$ cat src/verilog/timer0_defs.svh
// Constants for the instruction-cycle timer with shared prescaler.
// Assumes inclusion by bare name from any design file that needs them.
`ifndef TIMER0_DEFS_SVH
`define TIMER0_DEFS_SVH

// Register map: the count register has an address, the control register
// is loaded by its own instruction strobe and has none
`define T0_COUNT_OFFSET 8'h01
`define T0_OPTION_RESET 8'hff

// Field positions inside the control register
`define T0_WAKE_DIS_BIT 7
`define T0_PULLUP_DIS_BIT 6
`define T0_SRC_SEL_BIT 5
`define T0_EDGE_SEL_BIT 4
`define T0_ASSIGN_BIT 3
`define T0_RATIO_HI 2
`define T0_RATIO_LO 0

// Instruction cycles with increments held off after a count write
`define T0_INHIBIT_CYCLES 2'h2

// Prescaler width and cleared value
`define T0_PRESCALE_WIDTH 8
`define T0_PRESCALE_CLEAR 8'h00

`endif

$ cat src/verilog/timer0_pkg.sv
// Types shared by the timer design files.
// Assumes nothing of its surroundings.
package timer0_pkg;

   // Four oscillator periods make one instruction cycle
   typedef enum logic [1:0] {PHASE_Q1, PHASE_Q2, PHASE_Q3, PHASE_Q4} phase_t;

endpackage
$ cat src/verilog/prescale_counter.sv
// Free-running prescaler counter shared between the timer and the watchdog.
// Assumes advance and clear are single-cycle strobes on the same clock.
`timescale 1ns/100ps
`include "timer0_defs.svh"

module prescale_counter
#(
   parameter int WIDTH = `T0_PRESCALE_WIDTH
)
(
   input wire logic clock,
   input wire logic resetn,
   input wire logic clear,
   input wire logic advance,
   output logic [WIDTH-1:0] count
);

   logic [WIDTH-1:0] count_next;

   // No load path exists: only reset, clear or advance can change the count
   assign count_next = clear ? '0 : (advance ? count + 1'b1 : count);

   // Reset and clear both empty the counter
   always_ff @(posedge clock)
   begin
      if (!resetn)
         count <= '0;
      else
         count <= count_next;
   end

endmodule

$ cat src/verilog/timer0_core.sv
// 8-bit timer/counter with an 8-bit prescaler shared with the watchdog.
// Assumes clock is the oscillator (Tosc) and core strobes share its domain;
// the external count pin is asynchronous and is synchronised here.
`timescale 1ns/100ps
`include "timer0_defs.svh"

// Operation
// RQ1: Source bit 0: count instruction cycles
// RQ2: Count write blocks increments two cycles
// RQ3: Source bit 1: count external pin edges
// RQ4: Edge bit 0 rising, 1 falling
// RQ5: Prescaler serves timer or watchdog only
// RQ6: Ratio selects divide-by-2 through 256
// RQ7: Ratio n divides by 2^(n+1); else 1:1 (code gives no watchdog tick at all when the prescaler is with the timer)
// RQ8: Prescaler 8 bits, no software access
// RQ9: Count writes clear prescaler when assigned
// RQ10: Clear-watchdog clears prescaler when assigned
// RQ11: Reset zeroes the prescaler
// RQ12: Pin goes through prescaler unless bypassed
// RQ13: Prescaler output sampled at Q2, Q4
// RQ14: Pin high and low two Tosc minimum
// RQ15: Prescaled pin period four Tosc over ratio
// RQ16: Increment three to seven Tosc after edge
// RQ17: Software sequence for timer to watchdog
// RQ18: Clear watchdog before watchdog to timer
// RQ19: Count register 8 bits, read/write
module timer0_core
(
   input wire logic clock,
   input wire logic resetn,
   input wire logic [7:0] reg_addr,
   input wire logic reg_we,
   input wire logic [7:0] reg_wdata,
   input wire logic option_we,
   input wire logic [7:0] option_wdata,
   input wire logic clear_watchdog_cmd,
   input wire logic watchdog_tick,
   input wire logic ext_count_input,
   output logic [7:0] timer_count,
   output logic watchdog_postscaled_tick,
   output logic weak_pullup_disable,
   output logic pin_change_wake_disable
);

   timer0_pkg::phase_t phase_reg;
   timer0_pkg::phase_t phase_next;
   logic [7:0] option_reg;
   logic [7:0] timer_count_reg;
   logic [7:0] timer_count_next;
   logic [1:0] inhibit_reg;
   logic [1:0] inhibit_next;
   logic ext_meta_reg;
   logic ext_sync_reg;
   logic ext_prev_reg;
   logic sample_q2_reg;
   logic sample_q4_reg;
   logic wd_prev_reg;
   logic wd_tick_reg;
   logic [`T0_PRESCALE_WIDTH-1:0] prescale_count;

   // Phase decode: one-cycle enables for Q2 and Q4
   wire q2 = (phase_reg == timer0_pkg::PHASE_Q2);
   wire q4 = (phase_reg == timer0_pkg::PHASE_Q4);

   // Control fields
   wire count_source_select = option_reg[`T0_SRC_SEL_BIT];
   wire count_edge_select = option_reg[`T0_EDGE_SEL_BIT];
   wire prescaler_assign = option_reg[`T0_ASSIGN_BIT];
   wire [2:0] prescale_ratio = option_reg[`T0_RATIO_HI:`T0_RATIO_LO];
   wire count_we = reg_we && (reg_addr == `T0_COUNT_OFFSET);

   // Rising edge of the polarity-adjusted pin; falling edges invert first
   // RQ4 edge polarity
   wire ext_level = ext_sync_reg ^ count_edge_select;
   wire ext_prev_level = ext_prev_reg ^ count_edge_select;
   wire ext_edge = ext_level && !ext_prev_level;

   // Prescaler input: watchdog ticks, pin edges or instruction cycles
   // RQ3 pin count source
   // RQ5 single user
   wire prescale_advance = prescaler_assign ? watchdog_tick
                         : (count_source_select ? ext_edge : q4);
   // RQ9 write clears
   wire clear_by_write = count_we && !prescaler_assign;
   // RQ10 watchdog clear
   wire clear_by_wd = clear_watchdog_cmd && prescaler_assign;
   wire prescale_clear = clear_by_write || clear_by_wd;

   // Bit n of the prescaler toggles at input/2^(n+1) rate
   // RQ6 ratio select
   wire prescale_tap = prescale_count[prescale_ratio];

   // Level fed to the Q2/Q4 sampler; the pin bypasses the divider when
   // the prescaler belongs to the watchdog. Pin is already synchronised,
   // which costs up to two Tosc over an analogue sampler.
   // RQ12 divider or bypass
   wire sync_source = prescaler_assign ? ext_level : prescale_tap;

   // Counter mode or prescaled timer: a rise seen at Q2 (against the last Q4
   // sample) or at this Q4 (against the Q2 sample) counts once, at Q4.
   // Timer without prescaler counts every instruction cycle.
   // RQ1 timer mode
   wire timer_direct = !count_source_select && prescaler_assign;
   wire rise_at_q2 = sample_q2_reg && !sample_q4_reg;
   wire rise_at_q4 = sync_source && !sample_q2_reg;
   wire sampled_rise = q4 && (rise_at_q2 || rise_at_q4);
   wire count_event = timer_direct ? q4 : sampled_rise;
   wire count_inc = count_event && (inhibit_reg == 2'h0);

   // Count register: a write wins over an increment
   assign timer_count_next = count_we ? reg_wdata
                           : (count_inc ? timer_count_reg + 8'h01 : timer_count_reg);

   // RQ2 write inhibit
   assign inhibit_next = count_we ? `T0_INHIBIT_CYCLES
                       : ((q4 && inhibit_reg != 2'h0) ? inhibit_reg - 2'h1 : inhibit_reg);

   // Phase sequencer divides the oscillator into four phases
   always_comb
   begin
      case (phase_reg)
         timer0_pkg::PHASE_Q1: phase_next = timer0_pkg::PHASE_Q2;
         timer0_pkg::PHASE_Q2: phase_next = timer0_pkg::PHASE_Q3;
         timer0_pkg::PHASE_Q3: phase_next = timer0_pkg::PHASE_Q4;
         default: phase_next = timer0_pkg::PHASE_Q1;
      endcase
   end

   // Phase, control and count registers
   always_ff @(posedge clock)
   begin
      if (!resetn)
      begin
         phase_reg <= timer0_pkg::PHASE_Q1;
         option_reg <= `T0_OPTION_RESET;
         timer_count_reg <= 8'h00;
         inhibit_reg <= 2'h0;
      end
      else
      begin
         phase_reg <= phase_next;
         if (option_we)
            option_reg <= option_wdata;
         // RQ19 count register
         timer_count_reg <= timer_count_next;
         inhibit_reg <= inhibit_next;
      end
   end

   // Pin synchroniser; only ext_sync_reg and ext_prev_reg are read by logic
   always_ff @(posedge clock)
   begin
      if (!resetn)
      begin
         ext_meta_reg <= 1'b0;
         ext_sync_reg <= 1'b0;
         ext_prev_reg <= 1'b0;
      end
      else
      begin
         ext_meta_reg <= ext_count_input;
         ext_sync_reg <= ext_meta_reg;
         ext_prev_reg <= ext_sync_reg;
      end
   end

   // Phase sampler: the source is sampled at both Q2 and Q4, so a level that
   // lasts two oscillator periods is always caught by one of them.
   // Samplers start high so a level already high at release is no edge.
   // RQ13 Q2 Q4 sampling
   // RQ16 edge latency
   always_ff @(posedge clock)
   begin
      if (!resetn)
      begin
         sample_q2_reg <= 1'b1;
         sample_q4_reg <= 1'b1;
      end
      else
      begin
         if (q2)
            sample_q2_reg <= sync_source;
         if (q4)
            sample_q4_reg <= sync_source;
      end
   end

   // Watchdog postscaler output: one pulse per rise of the selected tap while the prescaler is assigned to the watchdog
   // RQ7 watchdog postscale
   always_ff @(posedge clock)
   begin
      if (!resetn)
      begin
         wd_prev_reg <= 1'b0;
         wd_tick_reg <= 1'b0;
      end
      else
      begin
         wd_prev_reg <= prescale_tap;
         wd_tick_reg <= prescaler_assign && prescale_tap && !wd_prev_reg;
      end
   end

   // RQ8 shared prescaler
   // RQ11 reset clear
   prescale_counter #(.WIDTH(`T0_PRESCALE_WIDTH)) prescaler
   (
      .clock(clock),
      .resetn(resetn),
      .clear(prescale_clear),
      .advance(prescale_advance),
      .count(prescale_count)
   );

   assign timer_count = timer_count_reg;
   assign watchdog_postscaled_tick = wd_tick_reg;
   assign weak_pullup_disable = option_reg[`T0_PULLUP_DIS_BIT];
   assign pin_change_wake_disable = option_reg[`T0_WAKE_DIS_BIT];

   // Checks on the counting behaviour
   property p_write_holds;
      @(posedge clock) disable iff (!resetn)
      (count_we ##1 (!count_we)[*4]) |-> (timer_count_reg == $past(reg_wdata, 4));
   endproperty
   a_write_holds: assert property (p_write_holds) else $error("count changed after write"); // RQ2

   property p_inhibit_set;
      @(posedge clock) disable iff (!resetn)
      count_we |=> (inhibit_reg == 2'h2) && !count_inc;
   endproperty
   a_inhibit_set: assert property (p_inhibit_set) else $error("inhibit not armed"); // RQ2

   property p_direct_timer;
      @(posedge clock) disable iff (!resetn)
      (q4 && timer_direct && inhibit_reg == 2'h0 && !count_we && !option_we)
         |=> timer_count_reg == $past(timer_count_reg) + 8'h01;
   endproperty
   a_direct_timer: assert property (p_direct_timer) else $error("timer missed cycle"); // RQ1

   property p_inc_at_q4;
      @(posedge clock) disable iff (!resetn)
      count_inc |-> q4;
   endproperty
   a_inc_at_q4: assert property (p_inc_at_q4) else $error("increment off Q4"); // RQ13

   property p_write_clear;
      @(posedge clock) disable iff (!resetn)
      (count_we && !prescaler_assign) |=> prescale_count == `T0_PRESCALE_CLEAR;
   endproperty
   a_write_clear: assert property (p_write_clear) else $error("prescaler not cleared"); // RQ9

   property p_wd_clear;
      @(posedge clock) disable iff (!resetn)
      (clear_watchdog_cmd && prescaler_assign) |=> prescale_count == `T0_PRESCALE_CLEAR;
   endproperty
   a_wd_clear: assert property (p_wd_clear) else $error("watchdog clear missed"); // RQ10

   property p_reset_zero;
      @(posedge clock) disable iff (!resetn)
      $rose(resetn) |-> prescale_count == `T0_PRESCALE_CLEAR;
   endproperty
   a_reset_zero: assert property (p_reset_zero) else $error("prescaler not zero"); // RQ11

   property p_presc_step;
      @(posedge clock) disable iff (!resetn)
      !$stable(prescale_count) |-> (prescale_count == $past(prescale_count) + 8'h01)
         || (prescale_count == `T0_PRESCALE_CLEAR);
   endproperty
   a_presc_step: assert property (p_presc_step) else $error("prescaler jumped"); // RQ8

   property p_pin_edge_count;
      @(posedge clock) disable iff (!resetn)
      (count_source_select && prescaler_assign && ext_edge && inhibit_reg == 2'h0
         && !count_we && !option_we) ##1 (!count_we && !option_we)[*7]
         |-> timer_count_reg != $past(timer_count_reg, 8);
   endproperty
   a_pin_edge_count: assert property (p_pin_edge_count) else $error("edge not counted"); // RQ3

   c_timer: cover property (@(posedge clock) disable iff (!resetn) timer_direct && count_inc);
   c_pin: cover property (@(posedge clock) disable iff (!resetn)
      count_source_select && count_inc);
   c_presc: cover property (@(posedge clock) disable iff (!resetn)
      !prescaler_assign && sampled_rise);
   c_wd: cover property (@(posedge clock) disable iff (!resetn) wd_tick_reg);

endmodule

$ cat config.mk
export PLATFORM = sky130hd
export DESIGN_NAME = timer0_core
export DESIGN_NICKNAME = d
export VERILOG_FILES = /design/src/verilog/timer0_pkg.sv /design/src/verilog/prescale_counter.sv /design/src/verilog/timer0_core.sv
export VERILOG_INCLUDE_DIRS = /design/src /design/src/verilog
export SDC_FILE = /design/constraint.sdc
export NUM_CORES = 1
export LEC_CHECK = 0
export ABC_AREA = 1
export BUFFER_PORTS_ARGS = -buffer_cell sky130_fd_sc_hd__clkbuf_2
export CORE_MARGIN = 2
export CORE_UTILIZATION = 47
export DETAILED_ROUTE_END_ITERATION = 6
export GPL_TIMING_DRIVEN = 0
export PLACE_DENSITY = 0.79
export SYNTH_ARGS = -nofsm -noshare
export SYNTH_HDL_FRONTEND = slang
export SYNTH_HIERARCHICAL = 1
export SYNTH_SLANG_ARGS = --single-unit
$ cat constraint.sdc
create_clock -name clock -period 3.69 [get_ports clock]
set_input_delay 0.1845 -clock clock [delete_from_list [all_inputs] [get_ports clock]]
set_output_delay 0.1845 -clock clock [all_outputs]
set_load 0.01 [all_outputs]
# [After elaboration in Yosys (flattened, before gate mapping)]
# Index checks and enable logic that the tools add are counted.
[classes] n_eq_ne=4 n_reduce_logical=27 magnitude_cmp=1 add_sub_neg=3 bitwise=3 muxes=11
[ops] op="adder 8 x 1 -> 8 bit (second input constant)" count=2
[ops] op="2-to-1 mux 8 bit" count=2
[ops] op="logical AND 1 bit" count=12
[ops] op="== test 8 x 1 -> 1 bit (second input constant)" count=1
[ops] op="zero test 1 bit" count=6
[ops] op="one-hot mux 2 bit (3 select lines)" count=1
[ops] op="nonzero test 2 bit" count=3
[ops] op="2-to-1 mux 1 bit" count=5
[ops] op="== test 2 bit (second input constant)" count=2
[ops] op="zero test 2 bit" count=2
[ops] op="< comparator 3 x 4 -> 1 bit (second input constant)" count=1
[ops] op="2-to-1 mux 2 bit" count=2
[ops] op="OR reduction 2 bit" count=2
[ops] op="binary-select mux 1 bit (select 3 bit)" count=1
[ops] op="== test 2 x 1 -> 1 bit (second input constant)" count=1
[ops] op="logical OR 1 bit" count=2
[ops] op="subtractor 2 x 1 -> 2 bit (second input constant)" count=1
[ops] op="XOR 1 bit" count=2
[ops] op="NOT 1 bit" count=1
[totals] elab_cells=62 in_bits=31 regBits=35

# [Depth between registers and ports, before layout]
[depth] word_depth=10 ltp_mapped=13 mapped_depth_nobuf=12

# [By module]
# The synthesis kept the hierarchy.
[modules_own_cells] module="timer0_core" cells_each=225 seq_area_each_um2=540.5 instances=1 area_each_um2=1521.5
[modules_own_cells] module="prescale_counter" cells_each=50 seq_area_each_um2=160.2 instances=1 area_each_um2=361.6

# [Least setup slack after synthesis]
# Ideal clock, no wire load.
[synth_timing] path_type="register to register" startpoint="reg option_reg[4]" endpoint="reg prescaler.count[6]" setup_ns=0.114 path_slack_ns=2.133 t_arrival_ns=1.443 stages_incl_launch_ff=12 period_less_slack_ns=1.557 cell_sequence="dfxtp_1 -> inv_1 -> nor2_1 -> inv_1 -> a21oi_1 -> o21ai_0 -> a21oi_1 -> nand3_1 -> nor2_1 -> nand2_1 -> nand2_1 -> nor2_1"
[synth_via] elab_chain_cells=5
[synth_rtl] element="start, declared" line_no="timer0_core.sv:47" source="logic [7:0] option_reg;"
[synth_rtl] element="start signal, assigned" line_no="timer0_core.sv:135" source="option_reg <= `T0_OPTION_RESET;"
[synth_rtl] element="start signal, assigned" line_no="timer0_core.sv:143" source="option_reg <= option_wdata;"
[synth_rtl] element="XOR 1 bit" line_no="timer0_core.sv:75" source="wire ext_prev_level = ext_prev_reg ^ count_edge_select;"
[synth_rtl] element="zero test 1 bit" line_no="timer0_core.sv:76" source="wire ext_edge = ext_level && !ext_prev_level;"
[synth_rtl] element="logical AND 1 bit *" line_no="timer0_core.sv:76"
[synth_rtl] element="2-to-1 mux 1 bit *" line_no="timer0_core.sv:82" source=": (count_source_select ? ext_edge : q4);"
[synth_rtl] element="2-to-1 mux 1 bit *" line_no="timer0_core.sv:81" source="wire prescale_advance = prescaler_assign ? watchdog_tick"
[synth_rtl] element="via prescale_advance" line_no="timer0_core.sv:81"
[synth_rtl] element="end signal, assigned" line_no="prescale_counter.sv:29" source="count <= count_next;"
[synth_rtl] element="end, declared" line_no="prescale_counter.sv:15" source="output logic [WIDTH-1:0] count"
# Mark *: on every way through the listed nets, which the timed path passes. The rest lies on a longest branch.
# A chain may end at the register's enable or synchronous reset.

# [Worst setup path after layout]
[layout_timing] startpoint="reg option_reg[4]" endpoint="reg prescaler.count[7]"
# Same word-level chain as after synthesis.

==> results summary <==
Subtracting the final worst setup slack from the clock period gives ~1800 ps. The peak supply drop is roughly 0.00031 V. The classification of the worst-slack hold path is in2reg. In the final routed layout, each cell accounts on average for between 10 and 15 um. The placement-stage cell area is between 2000 and 2500 sq um. The number of optimization iterations in the first detailed-route pass is 5.

The number of gates given a new drive strength after cts is 0. The share of cells above drive strength 1 is 0.201. Entering global routing, the biggest net connects 11 pins. The total number of vias is between 1500 and 2000. The slew at the pin closest to its max-slew limit is ~490 ps. Clock skew on the completed layout was measured at approximately 2.2 ps. The final number of max-transition violations came out at 0.

The type of element launching the critical path is a flop. The final layout contains routed wiring with a total length of about 3800 um. Setup repair after global routing left no endpoint under its margin. Yosys mapped the design onto 27 distinct sky130hd cell types.

The number of buffers between clock root and the deepest sink is 2. The total global routing track utilization is 0.183. The number of sinks driven by the clock tree is 35. Using the TritonRoute via totals, the vias-per-cell ratio works out to ~4.8. The quantity of I/O buffers inserted on ports is 41. The die area came out at 4530 sq um.

The number of endpoints with negative hold slack in the final report is 0. The total non-filler cell area in the finished layout is around 2200 sq um. The number of violations of the max-capacitance limit came out at 0.

The required arrival time at the worst endpoint came out at a little under 4000 ps. The number of inserted diodes is 0. The accumulated negative setup slack came out at 0 ps.

The total CTS buffers is 5. The synthesis-to-layout area growth is 18.5%. The flow ran to the end, and the final reports show no timing, DRC or antenna violations. The die extent in x is roughly 67 um.

The core region area came out at between 3000 and 4000 sq um. For this run, the register share of the synthesized area comes to 0.372. STA classifies the critical path endpoint as a flop. The floorplan has 23 rows.

The mapped cell area came out at roughly 1900 sq um. The first global-routing pass estimated 6350 um of wire. The via count of the first global-routing pass is 1579. The synthesis warning total came out at 6. The total DRC errors in the routed layout is 0. The clock tree from TritonCTS is done. The number of antenna-violating nets in the routed design came out at 0. The power density over cell area came out at between 400 and 500 nW/um^2. The DRC marker count from the first detailed-route iteration came out at 97. Routability-driven placement finished with a final weighted congestion of ~0.77.

Summed over all nets, the half-perimeter wirelength after detailed placement is between 2000 and 3000 um. The count of mapped cells out of synthesis came out at roughly 280. The total of hold buffers inserted after clock tree synthesis came out at 0. The number of I/O pins came out at 42.

In this run the static leakage power is 1.15 nW. Clock-pin slew was measured on the worst setup and hold paths at roughly 70 ps. The total global routing overflow is 0.

The critical setup path kind is reg2reg. The arrival time at the worst endpoint came out at 2020 ps. The later pin in the worst-skew pair is clocked with a latency of about 290 ps. The count of endpoints failing setup in the final report is 0. The initial utilization of the core area, before any placement, comes to 0.481. Once the clock tree was built, the setup fixing pass inserted 0 buffers. The final clock period utilization by the worst path is 0.496.

The mean cell area of the mapped netlist came out at slightly below 7 sq um. The floorplan step set the die height to about 67 um. The highest attainable clock frequency is ~0.55 GHz. The largest driver fanout on the critical path is 7. The worst pin sits at a relative slew slack of 0.671. The number of antenna violations at the first check in global routing is 0. The synthesized netlist net count came out at about 310. The final-stage net count came out at 362.

The synthesis-stage register bit count came out at 35. The number of H-tree levels is 2. Clock tree synthesis selected as its root buffer the cell sky130_fd_sc_hd__clkbuf_8.
## placed cells by master (no fill, tap or decap), types with 2 or more instances in the layout
cell / Yosys / routed
sky130_fd_sc_hd__nand2_1: 50 / 50
sky130_fd_sc_hd__inv_1: 46 / 46
sky130_fd_sc_hd__clkbuf_2: 0 / 41
sky130_fd_sc_hd__nor2_1: 36 / 36
sky130_fd_sc_hd__dfxtp_1: 35 / 35
sky130_fd_sc_hd__a21oi_1: 33 / 33
sky130_fd_sc_hd__nand3_1: 17 / 17
sky130_fd_sc_hd__o21ai_0: 16 / 16
sky130_fd_sc_hd__ha_1: 8 / 8
sky130_fd_sc_hd__nand3_2: 7 / 7
sky130_fd_sc_hd__clkbuf_8: 0 / 5
sky130_fd_sc_hd__nand2_2: 4 / 4
sky130_fd_sc_hd__clkbuf_1: 2 / 4
sky130_fd_sc_hd__xor2_1: 3 / 3
sky130_fd_sc_hd__nor3_1: 2 / 2
sky130_fd_sc_hd__buf_2: 2 / 2
sky130_fd_sc_hd__nor4_1: 2 / 2
## area by class of cell
class / count / area (sq um)
clock buffers: 7 / 76.3
fillers: 396 / 1680
clock inverters: 1 / 5.00
multi-input cells: 187 / 970
flip-flops and latches: 35 / 701
plain buffers: 6 / 36.3
inverters: 47 / 176
well taps: 50 / 62.6
repair buffers: 41 / 205
## critical path, stage by stage (launching register included)
cell	delay, ps
sky130_fd_sc_hd__dfxtp_1	330
sky130_fd_sc_hd__inv_1	60
sky130_fd_sc_hd__nor2_1	130
sky130_fd_sc_hd__inv_1	60
sky130_fd_sc_hd__a21oi_1	100
sky130_fd_sc_hd__o21ai_0	90
sky130_fd_sc_hd__a21oi_1	400
sky130_fd_sc_hd__nand2_2	110
sky130_fd_sc_hd__nor2_4	170
sky130_fd_sc_hd__nand4_1	130
sky130_fd_sc_hd__nand2_1	110
sky130_fd_sc_hd__nor2_1	40
## synthesized netlist by cell type
| cell | instances | area share |
|---|---|---|
| sky130_fd_sc_hd__nor2_4 | 1 | 0.0060 |
| sky130_fd_sc_hd__nand2_1 | 50 | 0.10 |
| sky130_fd_sc_hd__buf_2 | 2 | 0.0053 |
| sky130_fd_sc_hd__inv_2 | 1 | 0.0020 |
| sky130_fd_sc_hd__nor2_1 | 36 | 0.072 |
| sky130_fd_sc_hd__or2_1 | 1 | 0.0033 |
| sky130_fd_sc_hd__nand3_2 | 7 | 0.037 |
| sky130_fd_sc_hd__nor4_1 | 2 | 0.0066 |
| sky130_fd_sc_hd__ha_1 | 8 | 0.053 |
| sky130_fd_sc_hd__clkbuf_1 | 2 | 0.0040 |
| sky130_fd_sc_hd__nand2_4 | 1 | 0.0060 |
| sky130_fd_sc_hd__xnor2_1 | 1 | 0.0047 |
| sky130_fd_sc_hd__nand3_1 | 17 | 0.045 |
| sky130_fd_sc_hd__inv_1 | 46 | 0.092 |
| sky130_fd_sc_hd__dfxtp_1 | 35 | 0.37 |
| sky130_fd_sc_hd__nor3b_1 | 1 | 0.0040 |
| sky130_fd_sc_hd__a21boi_0 | 1 | 0.0040 |
| sky130_fd_sc_hd__a211oi_1 | 1 | 0.0040 |
| sky130_fd_sc_hd__buf_6 | 1 | 0.0060 |
| sky130_fd_sc_hd__a21oi_1 | 33 | 0.088 |
| sky130_fd_sc_hd__xor2_1 | 3 | 0.014 |
| sky130_fd_sc_hd__o22ai_1 | 1 | 0.0033 |
| sky130_fd_sc_hd__o21ai_0 | 16 | 0.043 |
| sky130_fd_sc_hd__nand2_2 | 4 | 0.013 |
| sky130_fd_sc_hd__nor3_1 | 2 | 0.0053 |
| sky130_fd_sc_hd__nand4_1 | 1 | 0.0033 |
| sky130_fd_sc_hd__buf_4 | 1 | 0.0040 |
## through the flow
step | power (mW) | setup WS, ps | utilization | std cells | hold slack [ps]
floorplan | 0.584 | 2130 | - | 275 | 282
global placement | 0.633 | 1900 | 0.550 | 366 | 367
detailed placement | 0.640 | 1840 | 0.550 | 366 | 377
CTS | 0.906 | 1830 | 0.570 | 374 | 74.2
global route | 0.952 | 1550 | 0.570 | 374 | 85.1
finish | 0.897 | 1860 | 0.570 | 374 | 79.1
## worst paths after layout
check                  startpoint                       end  slack (ps)  cells after the start
hold reg to reg       wd_prev_reg  watchdog_postscaled_tick         400                      1
setup reg to reg    option_reg[4]        prescaler/count[7]        1860                     11
setup / recovery    option_reg[4]        prescaler/count[7]        1860                     11
hold / removal    ext_count_input              ext_meta_reg          80                      3
## report_power, final
part / internal, mW / switching, mW
combinational: 0.0799 / 0.106
sequential: 0.415 / 0.0304
clock: 0.132 / 0.133
total: 0.627 / 0.270
## per-layer routing
metal  part of all wire  wire length (um)  track usage
met5                  0                 0            0
met4              0.025                96       0.0918
met3              0.057               216       0.0467
met2               0.44              1660        0.301
met1               0.48              1800        0.221
## cell families (layout without fill, tap and decap cells)
logic type | Yosys count | in the layout | share of synthesized area
and+or+nand+nor | 123 | 123 | 0.302
buffers and inverters | 53 | 102 | 0.113
AOI/OAI and AO/OA | 52 | 52 | 0.142
DFF | 35 | 35 | 0.372
adders and majority gates | 8 | 8 | 0.0532
xor gates and xnor gates | 4 | 4 | 0.0186
Power figures use the tool's default switching activity.
